### src/verilog/mdmst_pkg.sv
/*
  constants and types for the management-serial master that drives a device's
  management clock and data pins from outside.
  assumes a 100 MHz core clock and one shared, pulled-up data wire.
*/
package mdmst_pkg;

  ////////////////////////////////////////////////////////////////////////////
  // clocking
  localparam int unsigned MDMST_CORE_CLK_KHZ = 100000;
  localparam int unsigned MDMST_MDC_MAX_KHZ  = 2500;
  // half period is (divide + 1) core cycles: 100 MHz / 40 = 2.5 MHz
  localparam logic [5:0]  MDMST_DIV_DEFAULT  = 6'h13;

  ////////////////////////////////////////////////////////////////////////////
  // frame layout, bit 0 is the first bit on the wire
  localparam int unsigned MDMST_FRAME_BITS   = 64;
  localparam logic [31:0] MDMST_PREAMBLE     = 32'hffffffff;
  localparam logic [1:0]  MDMST_START        = 2'h1;
  localparam logic [1:0]  MDMST_OP_WRITE     = 2'h1;
  localparam logic [1:0]  MDMST_OP_READ      = 2'h2;
  localparam logic [1:0]  MDMST_TA_WRITE     = 2'h2;
  localparam logic [1:0]  MDMST_TA_READ      = 2'h3;
  localparam logic [15:0] MDMST_READ_FILL    = 16'hffff;
  localparam logic [5:0]  MDMST_TA_FIRST_BIT = 6'h2e;
  localparam logic [5:0]  MDMST_TA_LAST_BIT  = 6'h2f;
  localparam logic [5:0]  MDMST_DATA_BIT     = 6'h30;
  localparam logic [5:0]  MDMST_LAST_BIT     = 6'h3f;

  ////////////////////////////////////////////////////////////////////////////
  // values held while idle and after reset
  localparam logic        MDMST_IDLE_DATA    = 1'b1;
  localparam logic        MDMST_IDLE_CLK     = 1'b0;
  localparam logic [15:0] MDMST_RDATA_RESET  = 16'h0000;

  ////////////////////////////////////////////////////////////////////////////
  // carriers
  typedef struct packed {
    logic        is_write;
    logic [4:0]  phy_addr;
    logic [4:0]  reg_addr;
    logic [15:0] wdata;
  } mdmst_cmd_t;

  typedef struct packed {
    logic [15:0] rdata;
    logic        no_response;
    logic        was_write;
  } mdmst_rsp_t;

  typedef enum logic [1:0] {
    MDMST_IDLE  = 2'b00,
    MDMST_SHIFT = 2'b01,
    MDMST_DONE  = 2'b10
  } mdmst_state_t;

endpackage : mdmst_pkg
### src/verilog/mdmst_clkdiv.sv
/*
  management clock divider: makes the bus clock and one-cycle strobes that
  mark the last core cycle before it rises or falls.
  assumes i_run is a same-domain level; the clock is held low while it is low.
*/
`timescale 1ns/1ps

module mdmst_clkdiv
  import mdmst_pkg::*;
#(
  parameter logic [5:0] DIVIDE = MDMST_DIV_DEFAULT
) (
  // clock and reset
  input  wire logic i_core_clk,
  input  wire logic i_arst_n,
  // control
  input  wire logic i_run,
  // bus clock and edge strobes
  output logic      o_mdc,
  output logic      o_rise,
  output logic      o_fall
);

  if (DIVIDE == 6'h00) begin : g_bad_divide
    $error("mdmst_clkdiv: a divide of zero is not allowed");
  end

  logic [5:0] cnt_reg;
  logic [5:0] cnt_next;
  logic       mdc_reg;
  logic       mdc_next;
  logic       term;

  ////////////////////////////////////////////////////////////////////////////
  assign term = i_run && (cnt_reg == DIVIDE);

  always_comb begin
    cnt_next = cnt_reg;
    mdc_next = mdc_reg;
    if (!i_run) begin
      cnt_next = 6'h00;
      mdc_next = MDMST_IDLE_CLK;
    end else if (term) begin
      cnt_next = 6'h00;
      mdc_next = !mdc_reg;
    end else begin
      cnt_next = cnt_reg + 6'h01;
    end
  end

  always_ff @(posedge i_core_clk or negedge i_arst_n) begin
    if (!i_arst_n) begin
      cnt_reg <= 6'h00;
      mdc_reg <= MDMST_IDLE_CLK;
    end else begin
      cnt_reg <= cnt_next;
      mdc_reg <= mdc_next;
    end
  end

  assign o_mdc  = mdc_reg;
  assign o_rise = term && !mdc_reg;
  assign o_fall = term && mdc_reg;

endmodule : mdmst_clkdiv

### src/verilog/mdmst_master.sv
/*
  outside management-serial master: takes read and write orders at a plain
  user port and runs whole frames on the device's management clock and data
  pins, supplying the clock itself.
  assumes the data wire is pulled up and joined from o_mgmt_data,
  o_mgmt_data_oe and the device's own drivers by the surrounding logic.
*/
`timescale 1ns/1ps

module mdmst_master
  import mdmst_pkg::*;
#(
  parameter logic [5:0] DIVIDE = MDMST_DIV_DEFAULT
) (
  // clock and reset
  input  wire logic        i_core_clk,
  input  wire logic        i_arst_n,
  // order port
  input  wire logic        i_cmd_valid,
  input  wire mdmst_cmd_t  i_cmd,
  output logic             o_cmd_ready,
  // answer port
  output logic             o_rsp_valid,
  output mdmst_rsp_t       o_rsp,
  output logic             o_busy,
  // management pins toward the device
  output logic             o_mgmt_clock,
  output logic             o_mgmt_data,
  output logic             o_mgmt_data_oe,
  input  wire logic        i_mgmt_data
);

  // a faster divide would break the bus clock ceiling
  if (MDMST_CORE_CLK_KHZ > 2 * (int'(DIVIDE) + 1) * MDMST_MDC_MAX_KHZ) begin : g_too_fast
    $error("mdmst_master: DIVIDE gives a bus clock above the ceiling");
  end

  ////////////////////////////////////////////////////////////////////////////
  // declarations
  mdmst_state_t  state_reg;
  mdmst_state_t  state_next;
  logic [63:0]   shift_reg;
  logic [63:0]   shift_next;
  logic [5:0]    bit_reg;
  logic [5:0]    bit_next;
  logic          write_reg;
  logic          write_next;
  logic          dout_reg;
  logic          dout_next;
  logic          oe_reg;
  logic          oe_next;
  logic [15:0]   rdata_reg;
  logic [15:0]   rdata_next;
  logic          nores_reg;
  logic          nores_next;
  logic          din_meta_reg;
  logic          din_sync_reg;
  logic          run;
  logic          mdc;
  logic          mdc_rise;
  logic          mdc_fall;
  logic [1:0]    op_field;
  logic [1:0]    ta_field;
  logic [15:0]   data_field;

  ////////////////////////////////////////////////////////////////////////////
  // bus clock, made here from the core clock
  assign run = (state_reg == MDMST_SHIFT);

  mdmst_clkdiv #(
    .DIVIDE (DIVIDE)
  ) u_clkdiv (
    .i_core_clk (i_core_clk),
    .i_arst_n   (i_arst_n),
    .i_run      (run),
    .o_mdc      (mdc),
    .o_rise     (mdc_rise),
    .o_fall     (mdc_fall)
  );

  ////////////////////////////////////////////////////////////////////////////
  // the wire level comes from outside, so it is synchronised first
  always_ff @(posedge i_core_clk or negedge i_arst_n) begin
    if (!i_arst_n) begin
      din_meta_reg <= MDMST_IDLE_DATA;
      din_sync_reg <= MDMST_IDLE_DATA;
    end else begin
      din_meta_reg <= i_mgmt_data;
      din_sync_reg <= din_meta_reg;
    end
  end

  ////////////////////////////////////////////////////////////////////////////
  // frame fields
  always_comb begin
    if (i_cmd.is_write) begin
      op_field   = MDMST_OP_WRITE;
      ta_field   = MDMST_TA_WRITE;
      data_field = i_cmd.wdata;
    end else begin
      op_field   = MDMST_OP_READ;
      ta_field   = MDMST_TA_READ;
      data_field = MDMST_READ_FILL;
    end
  end

  ////////////////////////////////////////////////////////////////////////////
  // frame sequencer: next values
  always_comb begin
    state_next = state_reg;
    shift_next = shift_reg;
    bit_next   = bit_reg;
    write_next = write_reg;
    dout_next  = dout_reg;
    oe_next    = oe_reg;
    rdata_next = rdata_reg;
    nores_next = nores_reg;
    case (state_reg)
      MDMST_IDLE: begin
        dout_next = MDMST_IDLE_DATA;
        oe_next   = 1'b1;
        if (i_cmd_valid) begin
          // address zero is sent like any other and reaches every slave
          shift_next = {MDMST_PREAMBLE, MDMST_START, op_field,
                        i_cmd.phy_addr, i_cmd.reg_addr,
                        ta_field, data_field};
          bit_next   = 6'h00;
          write_next = i_cmd.is_write;
          dout_next  = MDMST_PREAMBLE[31];
          oe_next    = 1'b1;
          nores_next = 1'b0;
          rdata_next = MDMST_RDATA_RESET;
          state_next = MDMST_SHIFT;
        end
      end
      MDMST_SHIFT: begin
        // the slave samples on the rise; a new bit goes out on each fall
        if (mdc_rise && !write_reg) begin
          if (bit_reg == MDMST_TA_LAST_BIT) begin
            // the pull-up leaves the line high when nobody answers
            nores_next = din_sync_reg;
          end
          if (bit_reg >= MDMST_DATA_BIT) begin
            rdata_next = {rdata_reg[14:0], din_sync_reg};
          end
        end
        if (mdc_fall) begin
          if (bit_reg == MDMST_LAST_BIT) begin
            dout_next  = MDMST_IDLE_DATA;
            oe_next    = 1'b1;
            state_next = MDMST_DONE;
          end else begin
            bit_next   = bit_reg + 6'h01;
            shift_next = {shift_reg[62:0], 1'b1};
            dout_next  = shift_reg[62];
            // on a read the line is let go for turnaround and data
            oe_next    = write_reg || ((bit_reg + 6'h01) < MDMST_TA_FIRST_BIT);
          end
        end
      end
      MDMST_DONE: begin
        state_next = MDMST_IDLE;
      end
      default: begin
        state_next = MDMST_IDLE;
      end
    endcase
  end

  ////////////////////////////////////////////////////////////////////////////
  // frame sequencer: registers
  always_ff @(posedge i_core_clk or negedge i_arst_n) begin
    if (!i_arst_n) begin
      state_reg <= MDMST_IDLE;
      shift_reg <= {MDMST_FRAME_BITS{1'b1}};
      bit_reg   <= 6'h00;
      write_reg <= 1'b0;
      dout_reg  <= MDMST_IDLE_DATA;
      oe_reg    <= 1'b1;
      rdata_reg <= MDMST_RDATA_RESET;
      nores_reg <= 1'b0;
    end else begin
      state_reg <= state_next;
      shift_reg <= shift_next;
      bit_reg   <= bit_next;
      write_reg <= write_next;
      dout_reg  <= dout_next;
      oe_reg    <= oe_next;
      rdata_reg <= rdata_next;
      nores_reg <= nores_next;
    end
  end

  ////////////////////////////////////////////////////////////////////////////
  // outputs
  assign o_cmd_ready          = (state_reg == MDMST_IDLE);
  assign o_busy               = (state_reg != MDMST_IDLE);
  assign o_rsp_valid          = (state_reg == MDMST_DONE);
  assign o_rsp.rdata          = rdata_reg;
  assign o_rsp.no_response    = nores_reg;
  assign o_rsp.was_write      = write_reg;
  assign o_mgmt_clock         = mdc;
  assign o_mgmt_data          = dout_reg;
  assign o_mgmt_data_oe       = oe_reg;

endmodule : mdmst_master

### config.mk
export PLATFORM = sky130hd
export DESIGN_NAME = mdmst_master
export DESIGN_NICKNAME = d
export VERILOG_FILES = /design/src/verilog/mdmst_pkg.sv /design/src/verilog/mdmst_clkdiv.sv /design/src/verilog/mdmst_master.sv
export SDC_FILE = /design/constraint.sdc
export NUM_CORES = 1
export LEC_CHECK = 0
export BUFFER_PORTS_ARGS = -buffer_cell sky130_fd_sc_hd__clkbuf_2
export CAP_MARGIN = 20
export CORE_MARGIN = 1
export CORE_UTILIZATION = 40
export DETAILED_ROUTE_END_ITERATION = 10
export PLACE_DENSITY_LB_ADDON = 0.05
export REMOVE_ABC_BUFFERS = 1
export SYNTH_ARGS = -nofsm -noshare
export SYNTH_HDL_FRONTEND = slang
export SYNTH_HIERARCHICAL = 1
export SYNTH_SLANG_ARGS = --single-unit
### constraint.sdc
create_clock -name i_core_clk -period 6.3 [get_ports i_core_clk]
set_input_delay 0.315 -clock i_core_clk [delete_from_list [all_inputs] [get_ports i_core_clk]]
set_output_delay 0.315 -clock i_core_clk [all_outputs]
set_load 0.005 [all_outputs]
# Yosys cells after proc, flatten, opt, wreduce, memory -nomap -nowiden
# Index checks and enable logic that the tools add are counted.
dict set report word_totals {
  output_inout_bits 24
  regBits 100
}
dict set report op_classes {
  n_reduce_logical 16
  eq_ne 13
  muxes 33
  n_addsub 2
  magnitude_cmp 2
}
# op count
set ops {}
lappend ops {{2-to-1 mux 63 bit} 3}
lappend ops {{case mux 63 bit (2 select lines)} 1}
lappend ops {{2-to-1 mux 16 bit} 4}
lappend ops {{case mux 16 bit (2 select lines)} 1}
lappend ops {{2-to-1 mux 6 bit} 5}
lappend ops {{!= test 2 bit, second input constant} 8}
lappend ops {{adder 6 x 1 -> 6 bit, second input constant} 2}
lappend ops {{equality test 6 bit, second input constant} 2}
lappend ops {{case mux 6 bit (2 select lines)} 1}
lappend ops {{AND reduction 4 bit} 3}
lappend ops {{2-to-1 mux 1 bit} 10}
lappend ops {{2-to-1 mux 2 bit} 4}
lappend ops {{equality test 6 x 5 -> 1 bit, second input constant} 1}
lappend ops {{greater-or-equal comparator 6 bit, second input constant} 1}
lappend ops {{less-than comparator 6 bit, second input constant} 1}
lappend ops {{case mux 1 bit (2 select lines)} 3}
lappend ops {{logical AND 1 bit} 4}
lappend ops {{case mux 2 bit (2 select lines)} 1}
lappend ops {{AND reduction 2 bit} 2}
lappend ops {{nonzero test 2 bit} 2}
lappend ops {{AND reduction 3 bit} 1}
lappend ops {{equality test 2 x 1 -> 1 bit, second input constant} 1}
lappend ops {{equality test 2 bit, second input constant} 1}
lappend ops {{zero test 1 bit} 2}
lappend ops {{2 further kinds} 2}

# Longest topological paths before layout
# Gate-level depths: netlist of the first run.
dict set report depth {
  depth_word 6
  ltp_mapped 12
}

# Hierarchy
# The synthesis of the first run kept the hierarchy.
# mod seq_area_each_um2 cells_each area_per_inst_um2 n_inst
set by_module_without_submodules {}
lappend by_module_without_submodules {mdmst_master 2411.1 387 4061.4 1}
lappend by_module_without_submodules {mdmst_clkdiv 175.2 35 344.1 1}

# Least setup slack after synthesis of the first run
# OpenSTA, ideal clock, no wires.
dict set report synth_path {
  path_kind {reg2reg}
  startpoint {reg state_reg[1]}
  endpoint {reg bit_reg[5]}
  period_less_slack_ns 2.311
  setup_slack_ns 3.989
  n_path_buf 3
  path_stages_with_launch 11
  t_arrival_ns 2.235
  setup_ns 0.076
  path_cell_list {dfrtp_1 -> nand2b_1 -> buf_2 -> inv_2 -> clkbuf_1 -> and3_1 -> nand3b_1 -> a21o_1 -> buf_2 -> or3_1 -> o21ai_1}
}
dict set report synth_via {
  elab_chain_cells 5
  elab_cells_between_ends 10
}
# element line_no
set synth_lines {}
lappend synth_lines {{start, declared} mdmst_master.sv:40} ;# mdmst_state_t state_reg;
lappend synth_lines {{start signal, assigned} mdmst_master.sv:183} ;# state_reg <= state_next;
lappend synth_lines {{equality test 2 x 1 -> 1 bit} mdmst_master.sv:68} ;# assign run = (state_reg == MDMST_SHIFT);
lappend synth_lines {{via run} mdmst_master.sv:58} ;# logic run;
lappend synth_lines {{logical AND 1 bit} mdmst_clkdiv.sv:35} ;# assign term = i_run && (cnt_reg == DIVIDE);
lappend synth_lines {{logical AND 1 bit} mdmst_clkdiv.sv:63} ;# assign o_fall = term && mdc_reg;
lappend synth_lines {{via mdc_fall} mdmst_master.sv:61} ;# logic mdc_fall;
lappend synth_lines {{!= test 2 bit (no source line)} n/a}
lappend synth_lines {{AND reduction 4 bit (no source line)} n/a}
lappend synth_lines {{end signal, assigned} mdmst_master.sv:185} ;# bit_reg <= bit_next;
lappend synth_lines {{end, declared} mdmst_master.sv:44} ;# logic [5:0] bit_reg;
# The timed path passes the listed nets, and every way through them passes these cells.
# A chain may end at the register's enable or synchronous reset.

# Final worst setup path of the first run
dict set report layout_path {
  startpoint {reg state_reg[0]}
  endpoint {reg shift_reg[23]}
}
dict set report layout_via {
  elab_chain_cells 5
  elab_cells_between_ends 10
}
# element line_no
set layout_lines {}
lappend layout_lines {{equality test 2 x 1 -> 1 bit} mdmst_master.sv:68}
lappend layout_lines {{logical AND 1 bit} mdmst_clkdiv.sv:35}
lappend layout_lines {{logical AND 1 bit} mdmst_clkdiv.sv:63}
lappend layout_lines {{via mdc_fall} mdmst_master.sv:61}
lappend layout_lines {{!= test 2 bit (no source line)} n/a}
lappend layout_lines {{AND reduction 4 bit (no source line)} n/a}
lappend layout_lines {{end signal, assigned} mdmst_master.sv:175} ;# shift_reg <= {MDMST_FRAME_BITS{1'b1}};
lappend layout_lines {{end signal, assigned} mdmst_master.sv:184} ;# shift_reg <= shift_next;
lappend layout_lines {{end, declared} mdmst_master.sv:42} ;# logic [63:0] shift_reg;
# The timed path passes the listed nets, and every way through them passes these cells.

==> impl_metrics.yaml, run 1 <==
outcome:
  outcome: "completed"
pwr:
  switching_share: 0.265
  intPower_mw: 1.12
  leakage_nw: 1.99
  power_frac_comb: 0.138
  p_switching_mw: 0.404
  power.total_mw: 1.52
  p_per_area_mw_per_mm2: 308
  seq_power_share: 0.601
  peakVddDrop_mv: 0.136
  clkPwrFrac: 0.260
critical_path:
  crit_end: "shift_reg[23]"
  reg2reg_depth: 7
  r2r_end: "shift_reg[23]"
  crit_chain: "nand2b_1 -> inv_2 -> and3_1 -> mux2_2 -> o311a_2 -> nor2_1 -> a31oi_1"
  worst_path_largest_cell_delay_ns: 0.88
  r2r_slack_ns: 3.40
  critical_path_arrival_ns: 3.18
  cp-startpoint: "state_reg[0]"
  slowest_stage: "o311a_2"
  crit_type: "reg2reg"
  regToRegStartpoint: "state_reg[0]"
  cp_max_fo: 57
  critPathCaptureType: "register"
  required_ns: 6.58
  start_kind: "register"
clock_network:
  cts_max_level: 3
  clk_path_buf_depth: 2
  cts.sinks: 100
  cts_buffers: 9
  post_cts_buffers: 0
  cts_tree: "yes"
  root_buffer: "clkbuf_8"
  insertion_delay_ns: 0.35
  path_clk_slew_ns: 0.09
yosys:
  synth-seq-area-share: 0.587
  synthTopCellsByArea: "dfstp_2 (40%), dfrtp_1 (19%), nand2_1 (7.0%)"
  synth_top_area_frac: 0.400
  synth_warnings: 6
  synth_area_mm2: 0.00441
  synth_edf_count: 0
  yosysTopAreaCell: "dfstp_2"
  ys_ff_latch: 100
  synth_cell_types: 50
  synthArstFlopShare: 1.00
  avgSynthCellArea_um2: 10.4
  synth_flop_cell: "dfstp_2"
  yosys-top-cells-count: "nand2_1 (82), dfstp_2 (67), o22a_1 (34)"
  synth.most_common_cell: "nand2_1"
  syn-instance-count: 422
sta:
  setup_viol: 0
  setup_tns_ns: 0
  finalCritPeriodShare: 0.461
  slew_viol_final: 0
  rsz0062_at_grt: "no"
  clock_skew_ns: 0.00963
  layout_min_cycle_time_ns: 2.90
  fin_hold_ws_ns: 0.0377
  max_freq_mhz: 344
  tightest_slew_ns: 1.04
  hold_viol: 0
  relSlewSlack: 0.308
layout:
  diodes: 0
  largest_register_ffs: 63
  syn2layout_area_growth_pct: 12.1
  n_fill_cell: 997
  nets: 493
  drive_above_1_share: 0.329
floorplan:
  start_util: 0.419
  io_pins: 55
  die_h_um: 107
  rows: 37
  dieArea_mm2: 0.0114
  die_x_um: 107
  core_area_mm2: 0.0105
global_route:
  antenna_found_initial: 0
  grt_pass1_wl_um: 14400
  first_global_vias: 2993
  grt.total_usage: 0.158
  gr-total-overflow: 0
  grt_max_degree: 58
detailed_routing:
  first_pass_iters: 6
  postRouteAntennaNets: 0
  routed-via-count: 3087
  detail_route.iter0.violations: 133
  drc: 0
  wl_per_cell_um: 14.1
  viasPerCell: 5.14
  routed_wl_um: 8490
place:
  io_buffers: 54
  place.gp.congestion: 0.734
  post-dp-hpwl_um: 5340
worst_hold_path:
  hold_path_class: "in2reg"
flow_run:
  cap_viol_max_count: 0
power by group through the flow:
stage | combinational, mW | clock (mW) | sequential (mW)
after detailed placement | 0.215 | 0 | 0.926
after global placement | 0.207 | 0 | 0.925
after global routing | 0.247 | 0.444 | 0.933
after CTS | 0.216 | 0.418 | 0.916
final | 0.211 | 0.396 | 0.916
after floorplan | 0.160 | 0 | 0.903
area by class of cell:
| type | instances | area (µm²) | area share |
|---|---|---|---|
| clock buffer | 11 | 163 | 0.0329 |
| clock inverter | 5 | 31.3 | 0.00633 |
| inverter | 6 | 22.5 | 0.00456 |
| multi-input combinational | 283 | 1640 | 0.332 |
| sequential | 100 | 2590 | 0.524 |
| tap | 136 | 170 | 0.0344 |
| timing repair buffer | 60 | 328 | 0.0664 |
what timing repair did:
| item | 4_1_cts | 5_1_grt |
|---|---|---|
| setup endpoints to repair | 0 | 0 |
| gates resized for setup | 0 | 0 |
| hold buffers | 1 | 0 |
| hold endpoints to repair | 7 | 0 |
worst min path at each step:
stage                  from            to  slack (ns)  depth (start not counted)
5_1_grt         i_mgmt_data  din_meta_reg        0.01                          1
3_3_place_gp   din_meta_reg  din_sync_reg        0.35                          0
4_1_cts         i_mgmt_data  din_meta_reg        0.02                          1
3_5_place_dp   din_meta_reg  din_sync_reg        0.35                          0
6_report        i_mgmt_data  din_meta_reg        0.04                          1
2_1_floorplan      i_arst_n    bit_reg[0]        0.02                          0
through the flow:
step | cell area, µm² | worst slack, ns | cells | util
final | 4940 | 3.40 | 601 | 0.470
after global routing | 4940 | 3.03 | 601 | 0.470
after CTS | 4920 | 3.37 | 600 | 0.469
after detailed placement | 4720 | 3.38 | 583 | 0.449
after global placement | 4720 | 3.42 | 583 | 0.449
after floorplan | 4230 | 2.76 | 389 | -
per-layer routing:
metal	global-route usage	vias up	wire (µm)
met3	0.0444	7	327
met2	0.255	48	3790
met1	0.210	1482	4310
met4	0.0411	0	66
met5	0	-	0
li1	-	1550	-
kinds of logic (layout without fill, tap and decap cells):
family          Yosys count  after routing  synth area share
fa+ha+maj                 3              3           0.00795
buf+inv                  39             82            0.0449
mux                       2              2           0.00511
simple gates            146            146             0.154
flops                   100            100             0.587
xor+xnor                  3              3           0.00597
compound gates          129            129             0.195
critical path: cells and delay by family (launching register included):
kind	cells	cell delay, ns
muxes	1	0.21
buffers and inverters	1	0.49
AOI/OAI and AO/OA	2	1.07
DFF	1	0.51
and+or+nand+nor	3	0.52
placed cells by master (no fill, tap or decap), types with 11 or more instances in the layout:
master / instances
o21ai_1: 28
o21ai_0: 30
nor2_1: 25
clkbuf_2: 53
a31oi_1: 11
dfrtp_1: 33
dfstp_2: 67
o22a_1: 34
nand3b_1: 16
nand2_1: 82
No activity file was read; power rests on OpenSTA's default activity.
==> inputs of run 2 (changes only) <==
ABC_AREA = 1   (was default)
clock period = 2.75 ns   (was 6.3 ns; I/O delays follow)
==> run 2 against run 1 <==
Compared with the run above: cell count up 16%; core utilization up 0.57 points; register-to-register slack worse by 2.9 ns; via count up 6.6%; flip-flop and latch count unchanged; first-iteration DRC count up 47%; clock power up 130%; total power up 93%; sequential power up 92%; critical path depth up 3; hold slack worse by 0.0088 ns.
==> impl_metrics.yaml, run 2 <==
outcome:
  outcome: "completed"
yosys:
  synth_cell_types: 28
  ys_ff_latch: 100
  synth_warnings: 6
  synth_area_mm2: 0.00440
  yosys-top-cells-count: "nand2_1 (120), nor2_1 (110), dfstp_2 (67)"
  syn-instance-count: 504
  synth_flop_cell: "dfstp_2"
  avgSynthCellArea_um2: 8.73
  synth_edf_count: 0
  synth_top_area_frac: 0.400
  synth-seq-area-share: 0.588
  yosysTopAreaCell: "dfstp_2"
  synthTopCellsByArea: "dfstp_2 (40%), dfrtp_1 (19%), nand2_1 (10%)"
  synth.most_common_cell: "nand2_1"
  synthArstFlopShare: 1.00
detailed_routing:
  routed-via-count: 3292
  viasPerCell: 4.74
  first_pass_iters: 4
  routed_wl_um: 8290
  detail_route.iter0.violations: 196
  drc: 0
  postRouteAntennaNets: 0
  wl_per_cell_um: 11.9
layout:
  final_common_cell: "nand2_1"
  diodes: 0
  largest_register_ffs: 63
  multi_input_area_mm2: 0.00153
  layout_common_cells: "nand2_1 (120), nor2_1 (110), dfstp_2 (67)"
  final_cells: 695
  nets: 587
  ff_latch_area_mm2: 0.00259
  drive_above_1_share: 0.283
  syn2layout_area_growth_pct: 13.6
  n_fill_cell: 1037
clock_network:
  cts_tree: "yes"
  path_clk_slew_ns: 0.09
  cts_resized: 0
  insertion_delay_ns: 0.37
  cts_buffers: 9
  root_buffer: "clkbuf_8"
  post_cts_buffers: 0
  cts_max_level: 3
  cts.sinks: 100
  clk_path_buf_depth: 2
global_route:
  first_global_vias: 3123
  grt_pass1_wl_um: 14400
  antenna_found_initial: 0
  grt_max_degree: 62
  gr-total-overflow: 0
  grt.total_usage: 0.162
critical_path:
  r2r_slack_ns: 0.50
  r2r_end: "shift_reg[2]"
  critPathCaptureType: "register"
  path_depth: 10
  required_ns: 3.05
  worst_path_largest_cell_delay_ns: 0.41
  crit_chain: "ha_1 -> nand2_1 -> nor2_1 -> nand2_2 -> nor3_2 -> o21ai_1 -> inv_2 -> nand3_2 -> buf_4 -> o21ai_0"
  slowest_stage: "dfrtp_1"
  critical_path_arrival_ns: 2.55
  cp-startpoint: "u_clkdiv/cnt_reg[0]"
  reg2reg_depth: 10
  crit_end: "shift_reg[2]"
  crit_buf_inv: 2
  cp_max_fo: 43
  regToRegStartpoint: "u_clkdiv/cnt_reg[0]"
  critPathTopFamily: "simple AND/OR/NAND/NOR gates"
  start_kind: "register"
  crit_type: "reg2reg"
floorplan:
  dieArea_mm2: 0.0114
  io_pins: 55
  rows: 37
  die_h_um: 107
  die_x_um: 107
  core_area_mm2: 0.0105
  start_util: 0.419
sta:
  hold_viol: 0
  layout_min_cycle_time_ns: 2.25
  tightest_slew_ns: 0.798
  clock_skew_ns: 0.00681
  max_freq_mhz: 445
  setup_viol: 0
  rsz0062_at_grt: "no"
  slew_viol_final: 0
  fin_hold_ws_ns: 0.0289
  setup_tns_ns: 0
  relSlewSlack: 0.468
  finalCritPeriodShare: 0.817
place:
  dp.cells: 675
  post-dp-hpwl_um: 5180
  place.gp.congestion: 0.776
  io_buffers: 54
worst_hold_path:
  hold_path_class: "in2reg"
flow_run:
  cap_viol_max_count: 0
pwr:
  leakage_nw: 2.30
  p_per_area_mw_per_mm2: 588
  peakVddDrop_mv: 0.369
  power.total_mw: 2.94
-- run 2: cell count changes after synthesis, sizes merged, moves of 14 or more --
cell / previous run / this run
o22ai: 1 / 15
inv: 6 / 36
nand3b: 16 / 0
nand2: 82 / 123
nor2: 25 / 113
o22a: 34 / 0
-- run 2: worst min-delay path by stage --
stage / from / to / slack, ns / cells after the start
finish: i_cmd[9] / shift_reg[9] / 0.03 / 3
global route: i_cmd[9] / shift_reg[9] / 0.01 / 3
CTS: i_cmd[9] / shift_reg[9] / 0.002 / 3
detailed placement: i_mgmt_data / din_meta_reg / 0.23 / 1
global placement: i_mgmt_data / din_meta_reg / 0.23 / 1
floorplan: i_arst_n / bit_reg[0] / -0.16 / 0
-- run 2: power breakdown --
group          internal, mW  switching [mW]
clock network         0.402           0.493
logic                 0.134           0.155
registers              1.67          0.0865
-- run 2: layout make-up --
class                           instances  share of cell area
Tap cell                              136              0.0340
Inverter                               36              0.0270
Clock buffer                           13              0.0338
Sequential cell                       100               0.517
Multi-Input combinational cell        342               0.306
Timing Repair Buffer                   65              0.0781
Clock inverter                          3             0.00400
-- run 2: timing repair --
action,CTS,global route
hold buffers,4,0
setup endpoints to repair,0,0
hold endpoints to repair,36,0
-- run 2: per-stage QoR --
stage | instance area (µm²) | worst slack (ns) | util
finish | 5000 | 0.502 | 0.476
global route | 5000 | 0.308 | 0.476
CTS | 5000 | 0.481 | 0.476
detailed placement | 4770 | 0.533 | 0.454
global placement | 4770 | 0.679 | 0.454
floorplan | 4250 | -0.110 | -
-- run 2: routing by layer --
metal | GRT usage | wire [µm] | share of wire | vias up
li1 | - | - | - | 1682
met1 | 0.202 | 3980 | 0.48 | 1546
met2 | 0.259 | 3820 | 0.46 | 53
met3 | 0.0529 | 352 | 0.042 | 11
met4 | 0.0646 | 136 | 0.016 | 0
met5 | 0 | 0 | 0 | -
-- run 2: worst register-to-register path: stages, from the launching register on --
cell and delay, ns:
dfrtp_1 0.41, ha_1 0.22, nand2_1 0.07, nor2_1 0.15, nand2_2 0.10, nor3_2 0.28, o21ai_1 0.16, inv_2 0.10
nand3_2 0.14, buf_4 0.30, o21ai_0 0.23
-- run 2: cells by family (layout without fill, tap and decap cells) --
logic type,count (synthesis),in the layout,synth area share
xor+xnor,3,3,0.00597
compound gates,88,88,0.107
flops,100,100,0.588
simple gates,249,249,0.229
fa+ha+maj,2,2,0.00569
buf+inv,62,117,0.0648
==> inputs of run 3 (changes only) <==
clock period = 2.1 ns   (was 2.75 ns; I/O delays follow)
==> run 3 against run 2 <==
Compared with the run above: core utilization increased by 2.3 points; critical path depth is 2 higher; non-clock buffer count is 21 higher; cell count is 2.9% higher; total power increased by 31%; routed wire length grew 4.8%; clock power rose by 27%; clock skew grew 0.0013 ns.
==> impl_metrics.yaml, run 3 (synthesis gave the netlist of run 2 again) <==
layout:
  largest_register_ffs: 63
  nets: 608
  diodes: 0
  layout_common_cells: "nand2_1 (120), nor2_1 (109), dfstp_2 (67)"
  syn2layout_area_growth_pct: 19.2
  final_common_cell: "nand2_1"
  drive_above_1_share: 0.288
global_route:
  grt.total_usage: 0.160
  gr-total-overflow: 0
  antenna_found_initial: 0
  grt_max_degree: 53
  grt_pass1_wl_um: 14200
  first_global_vias: 3041
pwr:
  p_per_area_mw_per_mm2: 734
  leakage_nw: 2.41
  peakVddDrop_mv: 0.420
detailed_routing:
  first_pass_iters: 4
  drc: 0
  routed-via-count: 3353
  routed_wl_um: 8690
  detail_route.iter0.violations: 157
  viasPerCell: 4.69
  postRouteAntennaNets: 0
  wl_per_cell_um: 12.1
sta:
  hold_viol: 0
  tightest_slew_ns: 0.504
  relSlewSlack: 0.664
  slew_viol_final: 0
  max_freq_mhz: 518
  layout_min_cycle_time_ns: 1.93
  finalCritPeriodShare: 0.918
  setup_viol: 0
  setup_tns_ns: 0
  clock_skew_ns: 0.00815
  rsz0062_at_grt: "yes"
  fin_ws_ns: 0.171
critical_path:
  cpMostUsedCell: "nor2_1"
  crit_type: "reg2reg"
  critPathTopFamily: "simple AND/OR/NAND/NOR gates"
  crit_chain: "ha_2 -> nand2_1 -> nor2_2 -> nand2_2 -> nor3_4 -> o21ai_1 -> inv_2 -> nand3_4 -> inv_6 -> clkbuf_16 -> nor2_1 -> nor2_1"
  start_kind: "register"
  slowest_stage: "dfrtp_1"
  required_ns: 2.41
  critical_path_arrival_ns: 2.24
  critPathCaptureType: "register"
  worst_path_largest_cell_delay_ns: 0.40
  crit_buf_inv: 3
  cp_max_fo: 13
flow_run:
  cap_viol_max_count: 0
floorplan:
  die_x_um: 107
  die_h_um: 107
  io_pins: 55
  rows: 37
  start_util: 0.419
  dieArea_mm2: 0.0114
  core_area_mm2: 0.0105
place:
  place.gp.congestion: 0.774
  pre_cts_slack_ns: 0.0229
  post-dp-hpwl_um: 5270
  io_buffers: 54
clock_network:
  root_buffer: "clkbuf_8"
  post_cts_buffers: 0
  cts.sinks: 100
  cts_max_level: 3
  cts_tree: "yes"
  insertion_delay_ns: 0.37
  cts_buffers: 9
  clk_path_buf_depth: 2
  path_clk_slew_ns: 0.08
worst_hold_path:
  hold_path_class: "in2reg"
outcome:
  outcome: "completed"
[run 3: cell count changes in the layout (fill, tap and decap cells not counted), sizes merged]
cell	change
clkinv	+1
dlygate4sd3	+13
buf	+6
clkbuf	+2
clkinvlp	-2
[run 3: worst register-to-register path, delay by kind of cell (launching register included)]
kind	cells	cell delay, ns
AND/OR/NAND/NOR	7	0.71
buffers and inverters	3	0.41
flip-flops	1	0.40
adder cells (fa/ha/maj)	1	0.21
AO/OA/AOI/OAI	1	0.13
[run 3: repair_timing]
item	CTS	global route
hold buffers	16	1
endpoints found under the hold margin	29	1
gates resized for setup	1	7
setup endpoints to repair	2	61
gates cloned	0	3
[run 3: cell type report]
| cell class | instances | area [µm²] |
|---|---|---|
| clock buffers | 13 | 169 |
| clock inverters | 2 | 10.0 |
| fillers | 1009 | 5260 |
| inverters | 36 | 140 |
| multi-input cells | 342 | 1550 |
| flip-flops and latches | 100 | 2590 |
| well taps | 136 | 170 |
| repair buffers | 86 | 623 |
[run 3: report_power, final]
| group | switching, mW | internal, mW |
|---|---|---|
| registers | 0.116 | 2.19 |
| logic | 0.214 | 0.198 |
| clock network | 0.620 | 0.519 |
[run 3: path summary, 6_finish.rpt]
| check | slack (ns) | from | cells past startpoint | to |
|---|---|---|---|---|
| hold / removal | 0.03 | i_cmd[25] | 5 | shift_reg[27] |
| setup reg to reg | 0.17 | u_clkdiv/cnt_reg[1] | 12 | shift_reg[37] |
| hold reg to reg | 0.36 | din_meta_reg | 0 | din_sync_reg |
| max in group asynchronous | 1.14 | i_arst_n | 3 | din_sync_reg |
| setup / recovery | 0.17 | u_clkdiv/cnt_reg[1] | 12 | shift_reg[37] |
| min in group asynchronous | 0.23 | i_arst_n | 2 | u_clkdiv/cnt_reg[0] |
[run 3: per-stage QoR]
stage                     cell area, µm²  power, mW   util  hold WS (ns)  cells
final                               5250       3.85  0.499        0.0345    715
after floorplan                     4250       2.57      -        -0.191    478
after global routing                5250       4.10  0.499        0.0299    715
after global placement              4810       2.70  0.458         0.115    680
after detailed placement            4810       2.72  0.458         0.106    680
after CTS                           5150       3.93  0.491      0.000284    711
[run 3: per-layer routing]
metal	vias to the layer above	global-route usage	routed length (µm)
met2	47	0.254	4090
met1	1559	0.205	4190
met3	9	0.0584	307
met5	-	0	0
li1	1738	-	-
met4	0	0.0499	93
